<file path="src/osdc_defines.vh">
// Purpose: constants for the display control and vertical origin block
// Assumes: 8-bit special function register port, 200 MHz mclk
// Notes: offsets are the printed register addresses
`ifndef OSDC_DEFINES_VH
`define OSDC_DEFINES_VH
`define OSDC_ADDR_DEFAULTS 8'h9c
`define OSDC_ADDR_CONTROL 8'hc1
`define OSDC_ADDR_ORIGIN 8'hc2
`define OSDC_DEFAULTS_RESET 8'h22
`define OSDC_DEFAULTS_MASK 8'hef
`define OSDC_CONTROL_RESET 8'h00
`define OSDC_ORIGIN_RESET 8'h01
`define OSDC_ORIGIN_MASK 8'h3f
`define OSDC_BIT_SPLIT 7
`define OSDC_BIT_MESH 6
`define OSDC_BIT_FRAME 5
`define OSDC_BIT_HPOL 4
`define OSDC_BIT_VPOL 3
`define OSDC_BIT_OPOL 2
`define OSDC_BIT_BLINK 1
`define OSDC_BIT_EN 0
`define OSDC_BLINK_HALF_SLOW 6'h1f
`define OSDC_BLINK_HALF_FAST 6'h0f
`define OSDC_ORIGIN_STEP 2
`define OSDC_SYNC_IDLE 2'h3
`endif

</file>
<file path="src/osdc_control.v">
// Purpose: display control, frame defaults and vertical origin logic
// Assumes: syncs are asynchronous pins; register port is synchronous
// Notes: character fetch supplies char_on, space/return codes
`timescale 1ns/100ps
`default_nettype none
`include "osdc_defines.vh"
module osdc_control (
	input wire mclk,
	input wire rstn,
	input wire [7:0] sfr_addr,
	input wire [7:0] sfr_wdata,
	input wire sfr_wr,
	output reg [7:0] sfr_rdata,
	input wire hsync_pin,
	input wire vsync_pin,
	input wire char_on,
	input wire [2:0] char_rgb,
	input wire lead_code_valid,
	input wire [7:0] lead_code_defaults,
	input wire space_first,
	output reg [2:0] work_colour,
	output reg dot_height_double,
	output reg dot_width_double,
	output reg [1:0] work_submode,
	output wire split_space_en,
	output wire space_transparent,
	output wire mesh_en,
	output wire blink_phase,
	output wire display_window,
	output wire hsync_corrected,
	output wire vsync_corrected,
	output reg [2:0] rgb_out,
	output reg fast_blanking_out
);
	reg [7:0] display_frame_defaults_reg;
	reg [7:0] display_main_control_reg;
	reg [7:0] display_vertical_origin_reg;
	reg [1:0] hs_sync_reg;
	reg [1:0] vs_sync_reg;
	reg hs_prev_reg;
	reg vs_prev_reg;
	reg [7:0] line_count_reg;
	reg [5:0] blink_count_reg;
	reg blink_reg;
	reg window_reg;
	reg rgb_on;
	reg fb_on;
	wire hs_rise;
	wire vs_rise;
	wire [7:0] start_line;
	wire [5:0] blink_half;
	wire wr_defaults;
	wire wr_control;
	wire wr_origin;
	reg [7:0] display_frame_defaults_next;
	reg [7:0] display_main_control_next;
	reg [7:0] display_vertical_origin_next;
	reg [7:0] load_value;
	reg load_en;
	reg [7:0] line_count_next;
	reg window_next;
	reg [5:0] blink_count_next;
	reg blink_next;
	reg [2:0] rgb_next;
	reg fb_next;

	// write strobe aimed at one register address
	function reg_hit;
		input strobe;
		input [7:0] addr;
		input [7:0] target;
	begin
		reg_hit = strobe && (addr == target);
	end
	endfunction

	// raw sync pin to active-high form
	function sync_fix;
		input pin;
		input active_high;
	begin
		sync_fix = pin ~^ active_high;
	end
	endfunction

	// active-high levels to pin levels under the output polarity bit
	function [3:0] pin_level;
		input [3:0] active;
		input active_high;
	begin
		pin_level = active ^ {4{~active_high}};
	end
	endfunction

	// read value of one register address, zero where unmapped
	function [7:0] read_value;
		input [7:0] addr;
		input [7:0] defaults_value;
		input [7:0] control_value;
		input [7:0] origin_value;
	begin
		case (addr)
			`OSDC_ADDR_DEFAULTS: read_value = defaults_value;
			`OSDC_ADDR_CONTROL: read_value = control_value;
			`OSDC_ADDR_ORIGIN: read_value = origin_value;
			default: read_value = 8'h00;
		endcase
	end
	endfunction

	assign hsync_corrected = sync_fix(hs_sync_reg[1],
		display_main_control_reg[`OSDC_BIT_HPOL]);
	assign vsync_corrected = sync_fix(vs_sync_reg[1],
		display_main_control_reg[`OSDC_BIT_VPOL]);
	assign wr_defaults = reg_hit(sfr_wr, sfr_addr, `OSDC_ADDR_DEFAULTS);
	assign wr_control = reg_hit(sfr_wr, sfr_addr, `OSDC_ADDR_CONTROL);
	assign wr_origin = reg_hit(sfr_wr, sfr_addr, `OSDC_ADDR_ORIGIN);
	assign hs_rise = hsync_corrected & ~hs_prev_reg;
	assign vs_rise = vsync_corrected & ~vs_prev_reg;
	assign split_space_en = display_main_control_reg[`OSDC_BIT_SPLIT];
	assign space_transparent = ~space_first;
	assign mesh_en = display_main_control_reg[`OSDC_BIT_MESH];
	assign blink_phase = blink_reg;
	assign display_window = window_reg;
	// four lines per origin step
	assign start_line = {display_vertical_origin_reg[5:0], 2'b00};
	assign blink_half = display_main_control_reg[`OSDC_BIT_BLINK] ?
		`OSDC_BLINK_HALF_SLOW : `OSDC_BLINK_HALF_FAST;

	// two-stage synchronisers and edge history of the corrected syncs
	always @(posedge mclk or negedge rstn)
	begin
		if (!rstn)
		begin
			// idle level of an active-low pin, so no false edge
			hs_sync_reg <= `OSDC_SYNC_IDLE;
			hs_prev_reg <= 1'b0;
		end
		else
		begin
			hs_sync_reg <= {hs_sync_reg[0], hsync_pin};
			hs_prev_reg <= hsync_corrected;
		end
	end

	always @(posedge mclk or negedge rstn)
	begin
		if (!rstn)
		begin
			vs_sync_reg <= `OSDC_SYNC_IDLE;
			vs_prev_reg <= 1'b0;
		end
		else
		begin
			vs_sync_reg <= {vs_sync_reg[0], vsync_pin};
			vs_prev_reg <= vsync_corrected;
		end
	end

	// register port; reserved bits are never stored
	always @*
	begin
		display_frame_defaults_next = display_frame_defaults_reg;
		display_main_control_next = display_main_control_reg;
		display_vertical_origin_next = display_vertical_origin_reg;
		if (wr_defaults)
			display_frame_defaults_next = sfr_wdata &
				`OSDC_DEFAULTS_MASK;
		if (wr_control)
			display_main_control_next = sfr_wdata;
		if (wr_origin)
			display_vertical_origin_next = sfr_wdata &
				`OSDC_ORIGIN_MASK;
	end

	always @(posedge mclk or negedge rstn)
	begin
		if (!rstn)
		begin
			display_frame_defaults_reg <= `OSDC_DEFAULTS_RESET;
			display_main_control_reg <= `OSDC_CONTROL_RESET;
			display_vertical_origin_reg <= `OSDC_ORIGIN_RESET;
		end
		else
		begin
			display_frame_defaults_reg <= display_frame_defaults_next;
			display_main_control_reg <= display_main_control_next;
			display_vertical_origin_reg <= display_vertical_origin_next;
		end
	end

	always @*
	begin
		sfr_rdata = read_value(sfr_addr, display_frame_defaults_reg,
			display_main_control_reg, display_vertical_origin_reg);
	end

	// working defaults: write beats frame reload beats lead code
	always @*
	begin
		load_value = display_frame_defaults_reg;
		load_en = 1'b0;
		if (wr_defaults)
		begin
			load_value = sfr_wdata;
			load_en = 1'b1;
		end
		else if (vs_rise)
		begin
			load_value = display_frame_defaults_reg;
			load_en = 1'b1;
		end
		else if (lead_code_valid)
		begin
			load_value = lead_code_defaults;
			load_en = 1'b1;
		end
	end

	always @(posedge mclk or negedge rstn)
	begin
		if (!rstn)
		begin
			work_colour <= 3'h1;
			dot_height_double <= 1'b0;
			dot_width_double <= 1'b0;
			work_submode <= 2'h2;
		end
		else if (load_en)
		begin
			work_colour <= load_value[7:5];
			dot_height_double <= load_value[3];
			dot_width_double <= load_value[2];
			work_submode <= load_value[1:0];
		end
	end

	// line counter, origin window, blink
	always @*
	begin
		line_count_next = line_count_reg;
		window_next = window_reg;
		blink_count_next = blink_count_reg;
		blink_next = blink_reg;
		if (vs_rise)
		begin
			line_count_next = 8'h00;
			window_next = 1'b0;
			if (blink_count_reg >= blink_half)
			begin
				blink_count_next = 6'h00;
				blink_next = ~blink_reg;
			end
			else
				blink_count_next = blink_count_reg + 6'h01;
		end
		else if (hs_rise)
		begin
			if (line_count_reg != 8'hff)
				line_count_next = line_count_reg + 8'h01;
			if (line_count_reg + 8'h01 == start_line)
				window_next = 1'b1;
		end
	end

	always @(posedge mclk or negedge rstn)
	begin
		if (!rstn)
		begin
			line_count_reg <= 8'h00;
			window_reg <= 1'b0;
			blink_count_reg <= 6'h00;
			blink_reg <= 1'b0;
		end
		else
		begin
			line_count_reg <= line_count_next;
			window_reg <= window_next;
			blink_count_reg <= blink_count_next;
			blink_reg <= blink_next;
		end
	end

	// output polarity and blanking
	always @*
	begin
		rgb_on = window_reg & char_on;
		if (display_main_control_reg[`OSDC_BIT_FRAME])
			fb_on = window_reg & ~hsync_corrected &
				~vsync_corrected;
		else
			fb_on = window_reg & char_on;
		if (!display_main_control_reg[`OSDC_BIT_EN])
		begin
			rgb_on = 1'b0;
			fb_on = 1'b0;
		end
		{rgb_next, fb_next} = pin_level({(rgb_on ? char_rgb : 3'h0), fb_on},
			display_main_control_reg[`OSDC_BIT_OPOL]);
	end

	always @(posedge mclk or negedge rstn)
	begin
		if (!rstn)
		begin
			rgb_out <= 3'h7;
			fast_blanking_out <= 1'b1;
		end
		else
		begin
			rgb_out <= rgb_next;
			fast_blanking_out <= fb_next;
		end
	end
endmodule // osdc_control
`default_nettype wire

</file>
<file path="config.mk">
export PLATFORM = sky130hd
export DESIGN_NAME = osdc_control
export DESIGN_NICKNAME = d
export VERILOG_FILES = /design/src/osdc_control.v
export VERILOG_INCLUDE_DIRS = /design/src /design/src/src
export SDC_FILE = /design/constraint.sdc
export NUM_CORES = 1
export LEC_CHECK = 0
export BUFFER_PORTS_ARGS = -buffer_cell sky130_fd_sc_hd__buf_2
export CORE_ASPECT_RATIO = 2
export CORE_MARGIN = 5
export CORE_UTILIZATION = 58
export CTS_BUF_LIST = sky130_fd_sc_hd__clkbuf_16
export CTS_CLUSTER_DIAMETER = 120
export DETAILED_ROUTE_END_ITERATION = 8
export PLACE_DENSITY = 0.95
export SKIP_LAST_GASP = 1
export SLEW_MARGIN = 40
export SYNTH_ARGS = -nofsm -noshare
export SYNTH_HDL_FRONTEND = slang
export SYNTH_SLANG_ARGS = --single-unit
export TNS_END_PERCENT = 5
</file>
<file path="constraint.sdc">
create_clock -name mclk -period 3.74 [get_ports mclk]
set_input_delay 0.374 -clock mclk [delete_from_list [all_inputs] [get_ports mclk]]
set_output_delay 0.374 -clock mclk [all_outputs]
set_load 0.05 [all_outputs]
</file>
* Yosys cells after proc, flatten, opt, wreduce, memory -nomap -nowiden
Index checks and enable logic that the tools add are counted.
Word-level totals: bits of input ports 35, register bits 54, output and inout bits 26, logic and storage cells 68
Operators by class: equality and inequality tests 5, add/subtract/negate cells 2, order comparisons 1, multiplexer cells 19, reduce and logical (&&, ||, !) cells 9, bitwise logic cells 15
Operators with widths (number):
- 2-to-1 mux 8 bit | 6
- == test 8 bit (second input constant) | 3
- case mux 8 bit (3 select lines) | 1
- 2-to-1 mux 1 bit | 9
- adder 8 x 1 -> 8 bit (second input constant) | 1
- == test 8 bit | 1
- != test 8 bit (second input constant) | 1
- NOT 1 bit | 7
- adder 6 x 1 -> 6 bit (second input constant) | 1
- greater-or-equal comparator 6 x 5 -> 1 bit | 1
- 2-to-1 mux 6 bit | 1
- AND reduction 2 bit | 3
- nonzero test 2 bit | 3
- bitwise AND 1 bit | 5
- 2-to-1 mux 5 bit | 1
- XOR 4 bit | 1
- logical AND 1 bit | 3
- 2-to-1 mux 3 bit | 1
- XNOR 1 bit | 2

* Depth between registers and ports, before layout
word-level depth 7, gate-level depth with buffers 7, gate-level depth less buffers 6

* Least setup slack after synthesis
No wires, ideal clock.
kind in2out, start input sfr_addr[2], end output sfr_rdata[4], stages on the path 4, arrival time 1.490 ns, required time 3.366 ns, setup slack 1.876 ns, buffers on the path 1, cell sequence nor4b_2 > and4b_2 > buf_2 > a22o_1
On the way: word-level cells in the longest chain between the ends 2, elaborated cells on any way between the ends 4, classes of those cells eq/ne (3); mux (1)
RTL lines:
- start, declared | RTL line osdc_control.v:10 | input wire [7:0] sfr_addr,
- == test 8 bit | RTL line osdc_control.v:102 | case (addr)
- case mux 8 bit (3 select lines) (*) | RTL line osdc_control.v:102
- end, declared | RTL line osdc_control.v:13 | output reg [7:0] sfr_rdata,
Every way passes the cells marked *; elsewhere a longest branch is shown, timed or not.

* Final worst setup path
start input sfr_addr[5], end output sfr_rdata[3]
The elaborated chain is that of the path after synthesis.

==> impl_metrics.toml <==
[die]
die_y_um = 107.3
rows = 35
initial_core_util_pct = 59.76
ioPinCount = 61
coreArea_mm2 = 0.004598
die_area_mm2 = 0.006297
die_x_um = 58.67

[grt]
grt_max_degree = 43
antenna_found_initial = 0
grtUsageMet3_pct = 4.082
overflow = 0
use_met1_pct = 24.64
busiest_layer = "met2"
grt_pass1_vias = 2415
grt_usage_pct = 23.75
grt_pass1_wl_um = 11270
met2_usage_pct = 43.04

[final_layout]
drive_gt1_share_pct = 31.27
final_util_pct = 70.12
diodes = 0
finalNetCount = 360
syn2layout_area_growth_pct = 17.35

[clock_network]
htreeDepth = 2
clkSinkCount = 54
cts_root_buf = "clkbuf_16"
cts_resized = 0
clk_path_buf_depth = 2
path_clk_slew_ns = 0.07
cts-buffers-inserted = 5
clock_latency_ns = 0.30
cts_hold_buf = 0
post-cts-setup-buffers = 0
cts_tree = "built"

[routing]
drt-initial-drc-count = 99
drt.antenna.violating_nets = 0
wirelength_um = 6767
first_pass_iters = 4
avgRoutedWirePerCell_um = 17.90
viasPerCell = 5.944
vias = 2247
drc = 0

[critical_path]
cp-end-kind = "output pin"
crit_fanout = 7
cp_data_arrival_time_ns = 2.06
critPathKind = "in -> out"
startpoint_type = "input pin"
cp.required_ns = 3.37

[sta]
hold_ws_ns = 0.05317
period_minus_slack_ns = 2.433
tightest_slew_ns = 0.7437
final_max_slew_viol_count = 0
fmax_mhz = 411.1
fin_worst_skew_ns = 0.004489
grt_setup_unrepaired = "no"
max_slew_margin_pct = 50.24
setup-tns-final_ns = 0
finalHoldViolCount = 0
setup_viol = 0
post-route-period-util_pct = 65.05

[min_path]
worstHoldPathType = "in -> async"

[status]
outcome = "complete, no violations"

[yosys]
ys_seq_area_share_pct = 49.77
yosys-top-cells-count = "dfrtp_1, o21ai_0, nor2_1, nand2_1, inv_1"
synth_flop_cell = "dfrtp_1"
async_flop_share_pct = 100.0
synth_nets = 306
synth_edf_count = 0
syn_inst = 268
synth_area_mm2 = 0.002748
ys_warn_count = 0
avgSynthCellArea_um2 = 10.25
ys_ff_latch = 54
yosysTopAreaCellShare_pct = 37.34
synth.distinct_cells = 40
synth_area_leaders = "dfrtp_1, dfstp_2, o21ai_0"
synth_most_common_cell = "dfrtp_1"
synth_top_cell_by_area = "dfrtp_1"

[pwr]
p_per_area_mw_per_mm2 = 483.3
peakVddDrop_mv = 0.4763
leakage_uw = 0.001600

[placed_design]
gp_congestion = 0.8366
dpl.hpwl_um = 4968
io_buffers = 59

[flow_run]
cap_violations = 0
-- per-stage QoR --
| step | setup slack [ns] | total power [uW] | cell area, um^2 | instances |
|---|---|---|---|---|
| after floorplan | 1.876 | 941.5 | 2748 | 268 |
| after global placement | 1.519 | 1023 | 3050 | 370 |
| after detailed placement | 1.450 | 1043 | 3062 | 370 |
| after CTS | 1.338 | 1560 | 3224 | 378 |
| after global routing | 1.264 | 1630 | 3224 | 378 |
| final | 1.307 | 1558 | 3224 | 378 |
-- layout by cell type (no fill, tap or decap), types with 2 or more instances in the layout --
cell type / n
nor2b_1: 3
ha_1: 3
nor2_1: 23
buf_2: 58
a21oi_1: 8
buf_4: 3
dfrtp_1: 41
clkbuf_16: 5
a22o_1: 3
nand3_1: 11
a31oi_1: 2
dfstp_2: 13
xor2_1: 10
nand2b_1: 5
nand2_1: 23
nand4_1: 6
a222oi_1: 5
mux2i_1: 9
inv_1: 20
mux2_2: 8
mux2_4: 6
o21ai_0: 25
and3_1: 4
xnor2_1: 10
-- worst max-delay path, stage by stage --
cell	delay, ns
buf_2	0.09
nor2b_1	0.19
nand3_1	0.18
nor2_1	0.61
a222oi_1	0.22
inv_1	0.11
buf_2	0.28
-- power breakdown --
| part | switching [uW] | leakage (uW) | internal [uW] | total, uW |
|---|---|---|---|---|
| combinational | 198 | 0.000860 | 110 | 308 |
| clock | 206 | 0.0000826 | 311 | 517 |
| sequential | 72.2 | 0.000658 | 661 | 733 |
| total | 476 | 0.00160 | 1080 | 1560 |
-- final cells by class --
class	instances	area (um^2)
clock inverter	3	37.54
tap	55	68.82
clock buffer	5	125.1
sequential	54	1368
timing repair buffer	61	312.8
inverter	19	71.32
fill	307	1374
multi-input combinational	181	1241
-- routing by layer --
| metal | share of wire, % | up-vias | wire length, um |
|---|---|---|---|
| li1 | - | 1030 | - |
| met1 | 32 | 1096 | 2183 |
| met2 | 58 | 91 | 3927 |
| met3 | 5.3 | 30 | 356 |
| met4 | 4.4 | 0 | 300 |
| met5 | 0 | - | 0 |
-- logic make-up (layout without fill, tap and decap cells) --
logic type                 count (synthesis)  count (layout)  share of synthesized area, %
adders and majority gates                  3               3                         1.366
buffers and inverters                     33              88                         5.555
DFF                                       54              54                         49.77
and+or+nand+nor                           85              85                         15.30
muxes                                     23              23                         9.836
AOI/OAI and AO/OA                         50              50                         11.79
xor gates and xnor gates                  20              20                         6.375
-- worst paths after layout --
kind / start / endpoint / slack [ns] / cells after the start
max: sfr_addr[5] / sfr_rdata[3] / 1.31 / 7
min: rstn / display_vertical_origin_reg[4] / 0.05 / 1
max reg2reg: line_count_reg[0] / line_count_reg[7] / 1.65 / 6
min reg2reg: vs_sync_reg[0] / vs_sync_reg[1] / 0.36 / 0
max in group asynchronous: rstn / rgb_out[2] / 3.04 / 2
min in group mclk: vsync_pin / vs_sync_reg[0] / 0.18 / 1
No activity file was read; power rests on OpenSTA's default activity.
